`config.mk`:
```
export PLATFORM = sky130hd
export DESIGN_NAME = pcdc_top
export DESIGN_NICKNAME = d
export VERILOG_FILES = /design/src/pcdc_pkg.sv /design/src/pcdc_top.sv
export VERILOG_INCLUDE_DIRS = /design/src /design/src/src
export SDC_FILE = /design/constraint.sdc
export NUM_CORES = 1
export LEC_CHECK = 0
export ABC_AREA = 1
export BUFFER_PORTS_ARGS = -buffer_cell sky130_fd_sc_hd__buf_2
export CORE_ASPECT_RATIO = 1.5
export CORE_MARGIN = 10
export CORE_UTILIZATION = 45
export CTS_CLUSTER_DIAMETER = 50
export DETAILED_ROUTE_END_ITERATION = 12
export PLACE_DENSITY_LB_ADDON = 0.1
export SLEW_MARGIN = 25
export SYNTH_ARGS = -nofsm -noshare
export SYNTH_HDL_FRONTEND = slang
export SYNTH_SLANG_ARGS = --single-unit
```
`constraint.sdc`:
```
create_clock -name clk -period 4.6 [get_ports clk]
set_input_delay 0.69 -clock clk [delete_from_list [all_inputs] [get_ports clk]]
set_output_delay 0.69 -clock clk [all_outputs]
set_load 0.01 [all_outputs]
```
`src/pcdc_cfg.svh`:
```
`ifndef PCDC_CFG_SVH
`define PCDC_CFG_SVH
`define PCDC_IDX_ID 4'h0
`define PCDC_IDX_CTRL 4'h1
`define PCDC_IDX_CLASS 4'h2
`define PCDC_IDX_IOBAR 4'h4
`define PCDC_IDX_MEMBAR 4'h5
`define PCDC_IDX_INTLINE 4'hf
`define PCDC_CTRL_IO_EN 0
`define PCDC_CTRL_MEM_EN 1
`define PCDC_CTRL_MST_EN 2
`define PCDC_IOBAR_LSB 4
`define PCDC_MEMBAR_LSB 12
`define PCDC_CFG_RESET 32'h0000_0000
`define PCDC_ABORT_NS 200
`define PCDC_CLK_NS 10
`define PCDC_ABORT_CYC ((`PCDC_ABORT_NS) / (`PCDC_CLK_NS))
`endif

```
`src/pcdc_pkg.sv`:
```
package pcdc_pkg;
	typedef enum logic [3:0] {
		OP_IO_RD = 4'h2,
		OP_IO_WR = 4'h3,
		OP_MEM_RD = 4'h6,
		OP_MEM_WR = 4'h7,
		OP_CFG_RD = 4'ha,
		OP_CFG_WR = 4'hb,
		OP_MEM_RD_MULT = 4'hc,
		OP_MEM_RD_LINE = 4'he
	} pcdc_op_t;
	typedef enum logic [2:0] {
		T_IDLE = 3'b000,
		T_CFG = 3'b001,
		T_FWD = 3'b010,
		T_FWAIT = 3'b011,
		T_END = 3'b100
	} pcdc_tst_t;
	typedef enum logic [2:0] {
		M_IDLE = 3'b000,
		M_REQ = 3'b001,
		M_ADDR = 3'b010,
		M_DATA = 3'b011,
		M_END = 3'b100
	} pcdc_mst_t;
endpackage

```
`src/pcdc_top.sv`:
```
`timescale 1ns/1ps
`include "pcdc_cfg.svh"
// Overview of operation
// - Target claims only I/O, config, memory read.
// - Initiator issues only four memory operations.
// - Never initiator and target at once.
// - Wins bus and finishes memory access alone.
// - Forwarded disk accesses use the target role.
// - Only Type 0 configuration cycles answered.
// - Register index comes from address bits 7:2.
// - Index above 15 reads zero, ignores writes.
// - Hardware reset clears all writable config bits.
// - After reset only configuration cycles claimed.
// - Writes to reserved bits change nothing.
// - Reserved bits read as zero.
// - Class register holds class, subclass, interface.
// - Request asserted while wanting the bus.
module pcdc_top #(
	parameter logic [31:0] ID_VALUE = 32'h0001_0002, // Arbitrary identity value.
	parameter logic [7:0] CLASS_BASE = 8'h01,
	parameter logic [7:0] CLASS_SUB = 8'h01,
	parameter logic [7:0] CLASS_PROGIF = 8'h8f,
	parameter logic [7:0] REVISION = 8'h01 // Arbitrary revision value.
) (
	input wire logic clk,
	input wire logic reset,
	input wire logic hardware_reset_in_n,
	input wire logic [31:0] ad_in,
	output logic [31:0] ad_out,
	output logic ad_oe,
	input wire logic [3:0] cbe_n_in,
	output logic [3:0] cbe_n_out,
	output logic cbe_oe,
	input wire logic frame_n_in,
	output logic frame_n_out,
	output logic frame_oe,
	input wire logic irdy_n_in,
	output logic irdy_n_out,
	output logic irdy_oe,
	input wire logic trdy_n_in,
	output logic trdy_n_out,
	output logic trdy_oe,
	input wire logic devsel_n_in,
	output logic devsel_n_out,
	output logic devsel_oe,
	output logic stop_n_out,
	output logic stop_oe,
	input wire logic idsel,
	input wire logic gnt_n,
	output logic req_n,
	output logic fwd_req,
	output logic fwd_write,
	output logic fwd_is_io,
	output logic [31:0] fwd_addr,
	output logic [31:0] fwd_wdata,
	output logic [3:0] fwd_be,
	input wire logic fwd_ack,
	input wire logic [31:0] fwd_rdata,
	input wire logic mst_start,
	input wire pcdc_pkg::pcdc_op_t mst_op,
	input wire logic [31:0] mst_addr,
	input wire logic [31:0] mst_wdata,
	output logic mst_busy,
	output logic mst_done,
	output logic mst_error,
	output logic [31:0] mst_rdata,
	output logic [2:0] enables
);
	import pcdc_pkg::*;
	localparam int ABORT_CYC = `PCDC_ABORT_CYC;

	// Pins are asynchronous to clk; everything below reads only the second stage.
	logic [42:0] sync1_q, sync2_q;
	logic frame_prev_q;
	always_ff @(posedge clk) begin
		sync1_q <= {hardware_reset_in_n, frame_n_in, irdy_n_in, trdy_n_in, devsel_n_in,
			gnt_n, idsel, cbe_n_in, ad_in};
		sync2_q <= sync1_q;
		frame_prev_q <= sync2_q[41];
	end
	logic hw_s, frame_s, irdy_s, trdy_s, devsel_s, gnt_s, idsel_s;
	logic [3:0] cbe_s;
	logic [31:0] ad_s;
	assign {hw_s, frame_s, irdy_s, trdy_s, devsel_s, gnt_s, idsel_s, cbe_s, ad_s} = sync2_q;
	wire frame_fall = frame_prev_q && !frame_s;

	// Configuration space storage and the read view of it.
	logic [2:0] ctrl_q, ctrl_d;
	logic [31:`PCDC_IOBAR_LSB] iobar_q, iobar_d;
	logic [31:`PCDC_MEMBAR_LSB] membar_q, membar_d;
	logic [7:0] intline_q, intline_d;
	function automatic logic [31:0] cfg_read(input logic [5:0] idx);
		logic [31:0] v;
		v = 32'h0000_0000;
		if (idx[5:4] == 2'b00) begin
			unique case (idx[3:0])
				`PCDC_IDX_ID: v = ID_VALUE;
				`PCDC_IDX_CTRL: v = {29'h0000_0000, ctrl_q};
				`PCDC_IDX_CLASS: v = {CLASS_BASE, CLASS_SUB, CLASS_PROGIF, REVISION};
				`PCDC_IDX_IOBAR: v = {iobar_q, 4'h1};
				`PCDC_IDX_MEMBAR: v = {membar_q, 12'h000};
				`PCDC_IDX_INTLINE: v = {24'h00_0000, intline_q};
				default: v = 32'h0000_0000;
			endcase
		end
		return v;
	endfunction

	// Target side.
	pcdc_tst_t t_q, t_d;
	pcdc_mst_t m_q, m_d;
	logic [3:0] lop_q, lop_d;
	logic [31:0] laddr_q, laddr_d, t_ad;
	logic t_ad_en, claim_d, trdy_d, stop_d;
	logic fwd_req_q, fwd_req_d, fwd_write_q, fwd_write_d, fwd_io_q, fwd_io_d;
	logic [31:0] fwd_wdata_q, fwd_wdata_d;
	logic [3:0] fwd_be_q, fwd_be_d;
	logic cfg_hit, io_hit, mem_hit;
	always_comb begin
		t_d = t_q;
		lop_d = lop_q;
		laddr_d = laddr_q;
		t_ad = 32'h0000_0000;
		t_ad_en = 1'b0;
		trdy_d = 1'b0;
		stop_d = 1'b0;
		fwd_req_d = 1'b0;
		fwd_write_d = fwd_write_q;
		fwd_io_d = fwd_io_q;
		fwd_wdata_d = fwd_wdata_q;
		fwd_be_d = fwd_be_q;
		ctrl_d = ctrl_q;
		iobar_d = iobar_q;
		membar_d = membar_q;
		intline_d = intline_q;
		cfg_hit = idsel_s && (ad_s[1:0] == 2'b00) &&
			(cbe_s == OP_CFG_RD || cbe_s == OP_CFG_WR);
		io_hit = ctrl_q[`PCDC_CTRL_IO_EN] && (cbe_s == OP_IO_RD || cbe_s == OP_IO_WR) &&
			(ad_s[31:`PCDC_IOBAR_LSB] == iobar_q);
		mem_hit = ctrl_q[`PCDC_CTRL_MEM_EN] && (cbe_s == OP_MEM_RD) &&
			(ad_s[31:`PCDC_MEMBAR_LSB] == membar_q);
		unique case (t_q)
			T_IDLE: begin
				// Our own frame is ignored, so target and initiator never overlap.
				if (frame_fall && m_q == M_IDLE) begin
					lop_d = cbe_s;
					laddr_d = ad_s;
					if (cfg_hit) begin
						t_d = T_CFG;
					end else if (io_hit || mem_hit) begin
						t_d = T_FWD;
					end
				end
			end
			T_CFG: begin
				if (!irdy_s) begin
					t_d = T_END;
					trdy_d = 1'b1;
					stop_d = !frame_s;
					if (lop_q == OP_CFG_RD) begin
						t_ad = cfg_read(laddr_q[7:2]);
						t_ad_en = 1'b1;
					end else if (laddr_q[7:6] == 2'b00) begin
						unique case (laddr_q[5:2])
							`PCDC_IDX_CTRL: if (!cbe_s[0]) ctrl_d = ad_s[2:0];
							`PCDC_IDX_IOBAR: begin
								if (!cbe_s[0]) iobar_d[7:4] = ad_s[7:4];
								if (!cbe_s[1]) iobar_d[15:8] = ad_s[15:8];
								if (!cbe_s[2]) iobar_d[23:16] = ad_s[23:16];
								if (!cbe_s[3]) iobar_d[31:24] = ad_s[31:24];
							end
							`PCDC_IDX_MEMBAR: begin
								if (!cbe_s[1]) membar_d[15:12] = ad_s[15:12];
								if (!cbe_s[2]) membar_d[23:16] = ad_s[23:16];
								if (!cbe_s[3]) membar_d[31:24] = ad_s[31:24];
							end
							`PCDC_IDX_INTLINE: if (!cbe_s[0]) intline_d = ad_s[7:0];
							default: ;
						endcase
					end
				end
			end
			T_FWD: begin
				if (!irdy_s) begin
					t_d = T_FWAIT;
					fwd_req_d = 1'b1;
					fwd_write_d = lop_q[0];
					fwd_io_d = (lop_q != OP_MEM_RD);
					fwd_wdata_d = ad_s;
					fwd_be_d = ~cbe_s;
				end
			end
			T_FWAIT: begin
				if (fwd_ack) begin
					t_d = T_END;
					trdy_d = 1'b1;
					stop_d = !frame_s;
					t_ad = fwd_rdata;
					t_ad_en = !fwd_write_q;
				end
			end
			T_END: begin
				// Trdy lasts one cycle, so wait for it to be gone, not for it to be present.
				if (frame_s && irdy_s && trdy_n_out) begin
					t_d = T_IDLE;
				end
			end
			default: t_d = T_IDLE;
		endcase
		claim_d = (t_d != T_IDLE);
		if (!hw_s) begin
			ctrl_d = 3'h0;
			iobar_d = '0;
			membar_d = '0;
			intline_d = 8'h00;
		end
	end

	// Initiator side.
	pcdc_op_t mop_q, mop_d;
	logic [31:0] maddr_q, maddr_d, mwdata_q, mwdata_d, mrdata_q, mrdata_d, m_ad;
	logic [7:0] mcnt_q, mcnt_d;
	logic m_ad_en, mdone_d, merr_d;
	wire op_legal = (mst_op == OP_MEM_RD_MULT) || (mst_op == OP_MEM_RD_LINE) ||
		(mst_op == OP_MEM_RD) || (mst_op == OP_MEM_WR);
	always_comb begin
		m_d = m_q;
		mop_d = mop_q;
		maddr_d = maddr_q;
		mwdata_d = mwdata_q;
		mrdata_d = mrdata_q;
		mcnt_d = mcnt_q;
		mdone_d = 1'b0;
		merr_d = 1'b0;
		m_ad = maddr_q;
		m_ad_en = 1'b0;
		unique case (m_q)
			M_IDLE: begin
				if (mst_start) begin
					if (op_legal && ctrl_q[`PCDC_CTRL_MST_EN]) begin
						m_d = M_REQ;
						mop_d = mst_op;
						maddr_d = mst_addr;
						mwdata_d = mst_wdata;
					end else begin
						mdone_d = 1'b1;
						merr_d = 1'b1;
					end
				end
			end
			M_REQ: begin
				if (!gnt_s && frame_s && irdy_s && t_q == T_IDLE) begin
					m_d = M_ADDR;
					m_ad_en = 1'b1;
				end
			end
			M_ADDR: begin
				m_d = M_DATA;
				mcnt_d = 8'h00;
				m_ad = mwdata_q;
				m_ad_en = (mop_q == OP_MEM_WR);
			end
			M_DATA: begin
				m_ad = mwdata_q;
				m_ad_en = (mop_q == OP_MEM_WR);
				mcnt_d = mcnt_q + 8'h01;
				if (!trdy_s && !devsel_s) begin
					m_d = M_END;
					mrdata_d = ad_s;
					mdone_d = 1'b1;
					m_ad_en = 1'b0;
				end else if (mcnt_q == 8'(ABORT_CYC - 1)) begin
					// No target answered: end the cycle ourselves and report it.
					m_d = M_END;
					mdone_d = 1'b1;
					merr_d = 1'b1;
					m_ad_en = 1'b0;
				end
			end
			M_END: m_d = M_IDLE;
			default: m_d = M_IDLE;
		endcase
	end

	logic t_drive_q;
	always_ff @(posedge clk) begin
		if (reset) begin
			t_q <= T_IDLE;
			m_q <= M_IDLE;
			lop_q <= 4'h0;
			laddr_q <= 32'h0000_0000;
			ctrl_q <= 3'(`PCDC_CFG_RESET);
			iobar_q <= '0;
			membar_q <= '0;
			intline_q <= 8'h00;
			fwd_req_q <= 1'b0;
			fwd_write_q <= 1'b0;
			fwd_io_q <= 1'b0;
			fwd_wdata_q <= 32'h0000_0000;
			fwd_be_q <= 4'h0;
			mop_q <= OP_MEM_RD;
			maddr_q <= 32'h0000_0000;
			mwdata_q <= 32'h0000_0000;
			mrdata_q <= 32'h0000_0000;
			mcnt_q <= 8'h00;
			mst_done <= 1'b0;
			mst_error <= 1'b0;
			mst_busy <= 1'b0;
			ad_out <= 32'h0000_0000;
			ad_oe <= 1'b0;
			cbe_n_out <= 4'hf;
			cbe_oe <= 1'b0;
			frame_n_out <= 1'b1;
			frame_oe <= 1'b0;
			irdy_n_out <= 1'b1;
			irdy_oe <= 1'b0;
			trdy_n_out <= 1'b1;
			trdy_oe <= 1'b0;
			devsel_n_out <= 1'b1;
			devsel_oe <= 1'b0;
			stop_n_out <= 1'b1;
			stop_oe <= 1'b0;
			req_n <= 1'b1;
			t_drive_q <= 1'b0;
		end else begin
			t_q <= t_d;
			m_q <= m_d;
			lop_q <= lop_d;
			laddr_q <= laddr_d;
			ctrl_q <= ctrl_d;
			iobar_q <= iobar_d;
			membar_q <= membar_d;
			intline_q <= intline_d;
			fwd_req_q <= fwd_req_d;
			fwd_write_q <= fwd_write_d;
			fwd_io_q <= fwd_io_d;
			fwd_wdata_q <= fwd_wdata_d;
			fwd_be_q <= fwd_be_d;
			mop_q <= mop_d;
			maddr_q <= maddr_d;
			mwdata_q <= mwdata_d;
			mrdata_q <= mrdata_d;
			mcnt_q <= mcnt_d;
			mst_done <= mdone_d;
			mst_error <= merr_d;
			mst_busy <= (m_d != M_IDLE);
			ad_out <= t_ad_en ? t_ad : m_ad;
			ad_oe <= t_ad_en || m_ad_en;
			t_drive_q <= t_ad_en;
			cbe_n_out <= (m_d == M_ADDR) ? mop_d : 4'h0;
			cbe_oe <= (m_d == M_ADDR) || (m_d == M_DATA);
			frame_n_out <= !(m_d == M_ADDR);
			frame_oe <= (m_d == M_ADDR) || (m_d == M_DATA);
			irdy_n_out <= !(m_d == M_DATA);
			irdy_oe <= (m_d == M_DATA);
			trdy_n_out <= !trdy_d;
			trdy_oe <= claim_d;
			devsel_n_out <= !claim_d;
			devsel_oe <= claim_d;
			stop_n_out <= !stop_d;
			stop_oe <= claim_d;
			req_n <= !(m_d == M_REQ);
		end
	end
	assign fwd_req = fwd_req_q;
	assign fwd_write = fwd_write_q;
	assign fwd_is_io = fwd_io_q;
	assign fwd_addr = laddr_q;
	assign fwd_wdata = fwd_wdata_q;
	assign fwd_be = fwd_be_q;
	assign mst_rdata = mrdata_q;
	assign enables = ctrl_q;
endmodule

```
==> results of run 1 <==
==> worst max-delay path, stage by stage, from the launching register on <==
cell,delay (ns)
dfxtp_1,0.37
inv_1,0.08
nor2_2,0.10
nand3_1,0.54
inv_2,0.55
nor2_1,0.17
a21oi_4,0.77
nand2_1,0.15
a21oi_1,0.17
==> layout by cell type, fill, tap and decap left out, types with 2 or more instances in the layout <==
master / instances
inv_6: 4
nor2_1: 163
xor2_1: 3
nor3_1: 8
nor2_4: 8
nor2_2: 3
a21oi_1: 244
o211ai_1: 2
inv_1: 151
a211oi_1: 18
o22ai_1: 9
inv_2: 8
diode_2: 2
buf_2: 304
nand3_1: 18
a41oi_1: 2
nor3_2: 2
xnor2_1: 14
clkbuf_8: 7
o21ai_0: 320
clkinv_2: 8
a211oi_2: 2
nand2_2: 3
dfxtp_1: 384
nand4_1: 8
clkbuf_1: 3
clkinvlp_4: 2
clkbuf_16: 37
nand2_1: 214
o221ai_1: 2
buf_4: 12
==> metal layers <==
metal  vias up  global-route usage (%)
met1      5610                    26.4
met5         -                       0
met4         0                    8.19
li1       6111                       -
met3        76                    4.00
met2       382                    37.2
==> registers in the layout (all words and copies together), names as in the netlist, 20 cells and up <==
register	flops
fwd_wdata	32
sync2_q	43
sync1_q	43
maddr_q	32
iobar_q	28
membar_q	20
ad_out	32
mst_rdata	32
fwd_addr	32
mwdata_q	32
==> cell usage after synthesis (all sizes together) <==
cell | n | area, um^2
xor2 | 3 | 26.3
inv | 161 | 604
a41oi | 2 | 17.5
nor2 | 174 | 698
o31ai | 1 | 7.51
nand2 | 218 | 831
ha | 1 | 12.5
nand4 | 9 | 62.6
o221ai | 2 | 17.5
a21oi | 245 | 1240
or2 | 1 | 6.26
a22o | 1 | 8.76
buf | 26 | 160
and2 | 1 | 8.76
nor3 | 11 | 76.3
xnor2 | 14 | 123
dfxtp | 384 | 7690
a211oi | 20 | 160
or3 | 1 | 6.26
o21ai | 321 | 1610
o211ai | 2 | 15.0
nand3 | 19 | 100
clkbuf | 69 | 259
o22ai | 9 | 56.3
==> report_power, final <==
group	internal, mW	switching [mW]	leakage [nW]
clock network	1.64	1.27	0.565
logic	0.102	0.186	3.65
registers	3.39	0.0421	3.13
==> path summary, 6_finish.rpt <==
check | startpoint | to | slack (ns) | cells after the start
worst max register to register | fwd_addr[4]$_SDFFE_PP0P_ | ad_out[26]$_SDFF_PP0_ | 1.59 | 8
worst min-delay path | ad_in[11] | sync1_q[11]$_DFF_P_ | 0.25 | 1
worst max-delay path | fwd_addr[4]$_SDFFE_PP0P_ | ad_out[26]$_SDFF_PP0_ | 1.59 | 8
worst min register to register | sync1_q[23]$_DFF_P_ | sync2_q[23]$_DFF_P_ | 0.33 | 0
==> area by class of cell <==
cell class                      count  area (um^2)  area share [%]
Antenna cell                        2         5.00          0.0300
Inverter                          161          611            3.66
Timing Repair Buffer              316         1610            9.67
Clock inverter                     13          106           0.638
Tap cell                          400          500            3.00
Sequential cell                   384         7690            46.1
Multi-Input combinational cell   1055         5110            30.6
Clock buffer                       47         1030            6.20
==> cells by family (layout without fill, tap and decap cells) <==
group	count (synthesis)	in the layout
compound gates	603	603
fa+ha+maj	1	1
xor+xnor	17	17
simple gates	434	434
other cells	0	2
buf+inv	256	537
flops	384	384
==> stage by stage <==
| stage | total power [mW] | instances | hold WS, ns | setup slack, ns | area (um^2) |
|---|---|---|---|---|---|
| floorplan | 3.63 | 1695 | 0.310 | 2.82 | 13800 |
| global placement | 3.79 | 2316 | 0.310 | 1.69 | 15500 |
| detailed placement | 3.80 | 2316 | 0.312 | 1.57 | 15500 |
| CTS | 6.69 | 2376 | 0.230 | 1.55 | 16700 |
| global route | 6.85 | 2378 | 0.236 | 1.24 | 16700 |
| finish | 6.63 | 2378 | 0.251 | 1.59 | 16700 |
==> run metrics, run 1 <==
crit end category=register; vias post-DR=12200; slew margin rel.=37.2%; Slew @ Worst Pin=0.940 ns; vias in the first global route=11900; Layout area overhead=20.8%; Root Buffer=clkbuf_16; fmax=333 MHz; met2 wire len=21200 um; syn_nets=1843; global-route wire length before repair=66200 um; Post-CTS Hold Buffers=0; Worst Path Arrival=3.45 ns; final hold vios=0; Num CTS Buffers=36; XOR/XNOR share of the synthesized area=1.08%; Routed Antenna Nets=0; met1 wire length=17900 um; WP data required=5.05 ns; Cells after Synth=1695; Final Cycle Share=65.3%; RSZ-0062 raised after global routing=no; placed wire-length estimate=31800 um; Core Box Area=0.0303 mm^2; power density over the cells=398 mW/mm^2; status=finished, final reports clean; syn avg cell area=8.14 um^2; DRC=0; initial antenna violation count=2; final setup TNS=0 ns; compound-cell area share of the yosys netlist=22.7%; Die Area=0.0382 mm^2; DR iter-0 viols=727; share of layout cells above drive strength 1=20.6%; crit path time final=3.01 ns; final core occ=55.1%; Synth cell types=38; wire length on met3=2570 um; Cell Rows=78; Port-buffer cells=304; GP Congestion=0.951; postcts setup bufs=0; GRT overflow=0; total detailed-routing wirelength=43100 um; max layer used=met4; Clk Latency, worst-skew pair=0.54 ns; routed len/inst=18.1 um; buffer depth of the longest clock path=3; post-synthesis mux area share=0%; maximum number of pins on one net before global-route repair=108; CTS tree=built; FF+latch count, synth=384; Max Cap Viol=0; # nets final=2102; Post-Synth Adder-Cell Area=0.0907%; Setup crit start kind=register; min-delay worst type=input pin to register; post-cts resize count=0; GRT Overall Usage=21.6%; initial core utilization=45.6%; Yosys Warn Count=0; leakage power=7.35 nW; clk slew on worst S/H paths=0.07 ns; maximum fanout along the worst path=32; Final Setup Violations=0; final-report max-slew violation count=0; Worst Path Class, Setup=register to register; Max IR drop VDD=262 uV; CTS Sinks=384; simple-gate share of the synthesized area=13.0%; H-tree level count=2; Die Ht=234 um; Layout fillers=2884; IO Count=305; Die Width=163 um; Mapped Area=0.0138 mm^2; clk_skew=0.0222 ns; TritonRoute pass-1 iters=6; largest family of logic cells by synthesized area=compound AO/OA/AOI/OAI gates; register area share after synthesis=55.7%; vias per cell=5.12
Power figures use the tool's default switching activity.
==> run 2: changes to the inputs <==
==> constraint.sdc (replaced) <==
create_clock -name clk -period 2.8 [get_ports clk]
set_input_delay 0.42 -clock clk [delete_from_list [all_inputs] [get_ports clk]]
set_output_delay 0.42 -clock clk [all_outputs]
set_load 0.01 [all_outputs]
==> run metrics, run 2 (synthesis results as in run 1) <==
met2 wire len=22200 um; status=finished, final reports clean; final hold vios=0; leakage power=7.66 nW; placed wire-length estimate=32400 um; Clk Latency, worst-skew pair=0.53 ns; DRC=0; worst setup margin=0.743 ns; top flop regs=sync1_q: 43 flops, sync2_q: 43 flops; postcts setup bufs=0; RSZ-0062 raised after global routing=no; wire length on met3=2730 um; TritonRoute pass-1 iters=5; total detailed-routing wirelength=44400 um; CP max-delay cell=nor3_4; Cell Rows=78; final-report max-slew violation count=0; min-delay worst type=input pin to register; H-tree level count=2; Core Box Area=0.0303 mm^2; Fin Hold WS=0.0317 ns; CTS tree=built; Layout area overhead=25.8%; met1 wire length=17800 um; fmax=486 MHz; crit end category=register; final core occ=57.4%; GRT overflow=0; Die Ht=234 um; Worst Path Class, Setup=register to register; clk_skew=0.0146 ns; vias in the first global route=12300; worst hold start=ad_in[29]; Worst Path Arrival=2.52 ns; initial core utilization=45.6%; Die Width=163 um; share of layout cells above drive strength 1=20.5%; Port-buffer cells=304; maximum fanout along the worst path=16; dpl ws=0.779 ns; Setup crit start kind=register; vias post-DR=12400; Post-CTS Hold Buffers=39; Root Buffer=clkbuf_16; routed len/inst=18.2 um; GRT Overall Usage=22.4%; Die Area=0.0382 mm^2; CP Cell Sequence=inv_1, nor2_2, nand3_1, inv_2, buf_4, nand2_4, nor3_4, o21ai_0, a21oi_1; Max Cap Viol=0; DR iter-0 viols=627; delay of the slowest cell on the worst path=0.54 ns; clk slew on worst S/H paths=0.06 ns; # nets final=2154; CTS Sinks=384; initial antenna violation count=1; Ant. Diodes=0; Final Setup Violations=0; Power, Total=11.4 mW; Max IR drop VDD=442 uV; slew margin rel.=54.3%; RR Startpoint=fwd_addr[4]$_SDFFE_PP0P_; GP Congestion=0.984; Setup crit start=fwd_addr[4]$_SDFFE_PP0P_; max layer used=met4; power density over the cells=659 mW/mm^2; Final Cycle Share=73.5%; Num CTS Buffers=37; post-cts resize count=0; crit path time final=2.06 ns; final setup TNS=0 ns; buffer depth of the longest clock path=3; Slew @ Worst Pin=0.683 ns; vias per cell=5.11; most frequent cells in the layout=dfxtp_1, o21ai_0, buf_2; Routed Antenna Nets=0; commonest non-fill, non-tap cell in the layout=dfxtp_1; IO Count=305; maximum number of pins on one net before global-route repair=96; WP data required=3.26 ns; global-route wire length before repair=68300 um
run 2: cell count changes in the layout (fill, tap and decap cells not counted), sizes merged:
cell         delta
bufinv          +5
diode           -2
inv             +1
buf            +10
clkbuf          +5
clkinv          -2
dlygate4sd3    +41
clkinvlp        -2
run 2: worst max-delay path: cells and delay by family, from the launching register on:
family	cells	cell delay [ns]
buffers and inverters	3	0.42
and+or+nand+nor	4	0.85
AOI/OAI and AO/OA	2	0.32
DFF	1	0.39
run 2: final timing paths:
kind,end,slack (ns),depth (start not counted)
max,iobar_q[23]$_SDFFE_PP0P_,0.74,9
min,sync1_q[29]$_DFF_P_,0.03,1
max reg2reg,iobar_q[23]$_SDFFE_PP0P_,0.74,9
min reg2reg,sync2_q[16]$_DFF_P_,0.32,0
run 2: power by group:
group	total, mW	switching, mW	internal [mW]
clock	5.25	2.10	3.15
sequential	5.64	0.0682	5.57
combinational	0.540	0.321	0.219
run 2: routing by layer:
metal | vias up | GRT usage [%]
met5 | - | 0
met4 | 0 | 9.58
met3 | 90 | 4.39
met2 | 395 | 38.9
met1 | 5735 | 26.5
li1 | 6216 | -
run 2: area by class of cell:
type | count | area, um^2
Tap cell | 400 | 500
Clock inverter | 15 | 244
Inverter | 161 | 609
Fill cell | 2859 | 12900
Sequential cell | 384 | 7690
Clock buffer | 52 | 1030
Timing Repair Buffer | 367 | 2170
Multi-Input combinational cell | 1055 | 5110
run 2: per-stage QoR:
stage / std cells / instance area (um^2)
floorplan: 1695 / 13800
global placement: 2326 / 15700
detailed placement: 2326 / 15700
CTS: 2432 / 17300
global route: 2434 / 17400
finish: 2434 / 17400
==> run 3: changes to the inputs <==
==> constraint.sdc (replaced) <==
create_clock -name clk -period 2.1 [get_ports clk]
set_input_delay 0.315 -clock clk [delete_from_list [all_inputs] [get_ports clk]]
set_output_delay 0.315 -clock clk [all_outputs]
set_load 0.01 [all_outputs]
==> run metrics, run 3 (synthesis results as in run 1) <==
status=finished, final reports clean; final core occ=57.9%; Combinational Power Share=4.7%; clk slew on worst S/H paths=0.06 ns; Num CTS Buffers=39; CTS tree=built; Layout area overhead=27.0%; TritonRoute pass-1 iters=5; H-tree level count=2; DR iter-0 viols=783; commonest non-fill, non-tap cell in the layout=dfxtp_1; fmax=537 MHz; worst setup margin=0.238 ns; crit path time final=1.86 ns; Clk Latency, worst-skew pair=0.53 ns; Max IR drop VDD=558 uV; Slew @ Worst Pin=0.539 ns; Final Non-Filler Cells=2449; initial core utilization=45.6%; RSZ-0062 raised after global routing=no; power density over the cells=879 mW/mm^2; Die Area=0.0382 mm^2; Int Power=12.0 mW; slew margin rel.=64.1%; final hold vios=0; DRC=0; crit-path leading delay family=simple AND/OR/NAND/NOR gates; IO Count=305; WP data required=2.49 ns; delay of the slowest cell on the worst path=0.37 ns; min-delay worst type=input pin to register; leakage power=7.73 nW; top flop regs=sync1_q: 43 flops, sync2_q: 43 flops; switching part of the total=21.8%; final setup TNS=0 ns; Setup crit start kind=register; CP max-delay cell=dfxtp_1; Clock Power Share=46.5%; crit end category=register; routed len/inst=18.2 um; CTS Sinks=384; Root Buffer=clkbuf_16; GRT Overall Usage=22.5%; Routed Antenna Nets=0; sequential power share=48.8%; # nets final=2170; vias in the first global route=12500; Die Width=163 um; buffer depth of the longest clock path=3; Final Instance Area=0.0175 mm^2; Port-buffer cells=304; total detailed-routing wirelength=44500 um; Core Box Area=0.0303 mm^2; Final Cycle Share=88.7%; Worst Path Class, Setup=register to register; CP Cell Sequence=inv_2, nor2_4, nand2_2, inv_1, nand2_1, nor3_2, nand3_2, o21ai_0, a21oi_1; dpl ws=0.259 ns; maximum number of pins on one net before global-route repair=96; initial antenna violation count=1; vias per cell=5.11; CP Buf/Inv Count=2; Max Cap Viol=0; maximum fanout along the worst path=16; P_sw=3.36 mW; Final Setup Violations=0; global-route wire length before repair=68900 um; dpl cells=2338; vias post-DR=12500; GP Congestion=0.949; Cell Rows=78; final-report max-slew violation count=0; most frequent cells in the layout=dfxtp_1, o21ai_0, buf_2; share of layout cells above drive strength 1=20.9%; clk_skew=0.0216 ns; placed wire-length estimate=32800 um; Worst Path Arrival=2.26 ns; GRT overflow=0; DP Area=0.0158 mm^2; Die Ht=234 um
run 3: cell types whose count changed in the layout (fill, tap and decap cells not counted), moves of 2 or more:
| cell | before | now |
|---|---|---|
| buf_4 | 16 | 28 |
| clkbuf_16 | 37 | 41 |
| clkinv_2 | 4 | 1 |
| clkinv_4 | 2 | 5 |
| clkbuf_8 | 5 | 3 |
| dlygate4sd3_1 | 41 | 43 |
| inv_6 | 4 | 2 |
run 3: metal layers:
metal  up-vias  global-route usage [%]  share of wire [%]
li1       6239                       -                  -
met1      5812                    26.3                 40
met2       379                    40.2                 51
met3        81                    3.92                5.5
met4         0                    8.70                3.2
met5         -                       0                  0
run 3: worst reg2reg max path, cell delays in order, from the launching register on:
cell	delay (ns)
dfxtp_1	0.37
inv_2	0.07
nor2_4	0.12
nand2_2	0.09
inv_1	0.08
nand2_1	0.09
nor3_2	0.24
nand3_2	0.35
o21ai_0	0.27
a21oi_1	0.06
run 3: final timing paths:
check | to | cells past startpoint | slack [ns] | startpoint
max reg2reg | membar_q[18]$_SDFFE_PP0P_ | 9 | 0.24 | t_q[0]$_SDFF_PP0_
min | mwdata_q[9]$_SDFFE_PP0P_ | 3 | 0.02 | mst_wdata[9]
max | membar_q[18]$_SDFFE_PP0P_ | 9 | 0.24 | t_q[0]$_SDFF_PP0_
min reg2reg | sync2_q[35]$_DFF_P_ | 0 | 0.32 | sync1_q[35]$_DFF_P_
run 3: timing repair:
item | 4_1_cts | 5_1_grt
hold endpoints to repair | 43 | 0
resized for setup | 0 | 2
hold buffers | 43 | 0
buffers inserted | 0 | 0
endpoints found under the setup margin | 0 | 1
run 3: final cells by class:
cell class / count / area, um^2
clock buffer: 55 / 1110
sequential: 384 / 7690
fill: 2804 / 12700
tap: 400 / 500
antenna: 1 / 2.50
inverter: 161 / 609
clock inverter: 12 / 208
multi-input combinational: 1055 / 5110
timing repair buffer: 381 / 2280
run 3: through the flow:
step,hold WS [ns],power [mW]
floorplan,0.310,7.96
global placement,0.310,8.34
detailed placement,0.312,8.34
CTS,0.00274,15.6
global route,0.0133,15.9
finish,0.0212,15.4
run 3: power groups by stage:
stage | sequential [mW] | combinational [mW] | clock (mW)
6_report | 7.52 | 0.728 | 7.15
5_1_grt | 7.53 | 0.798 | 7.58
4_1_cts | 7.52 | 0.731 | 7.31
3_5_place_dp | 7.68 | 0.666 | 0
3_3_place_gp | 7.67 | 0.670 | 0
2_1_floorplan | 7.68 | 0.282 | 0
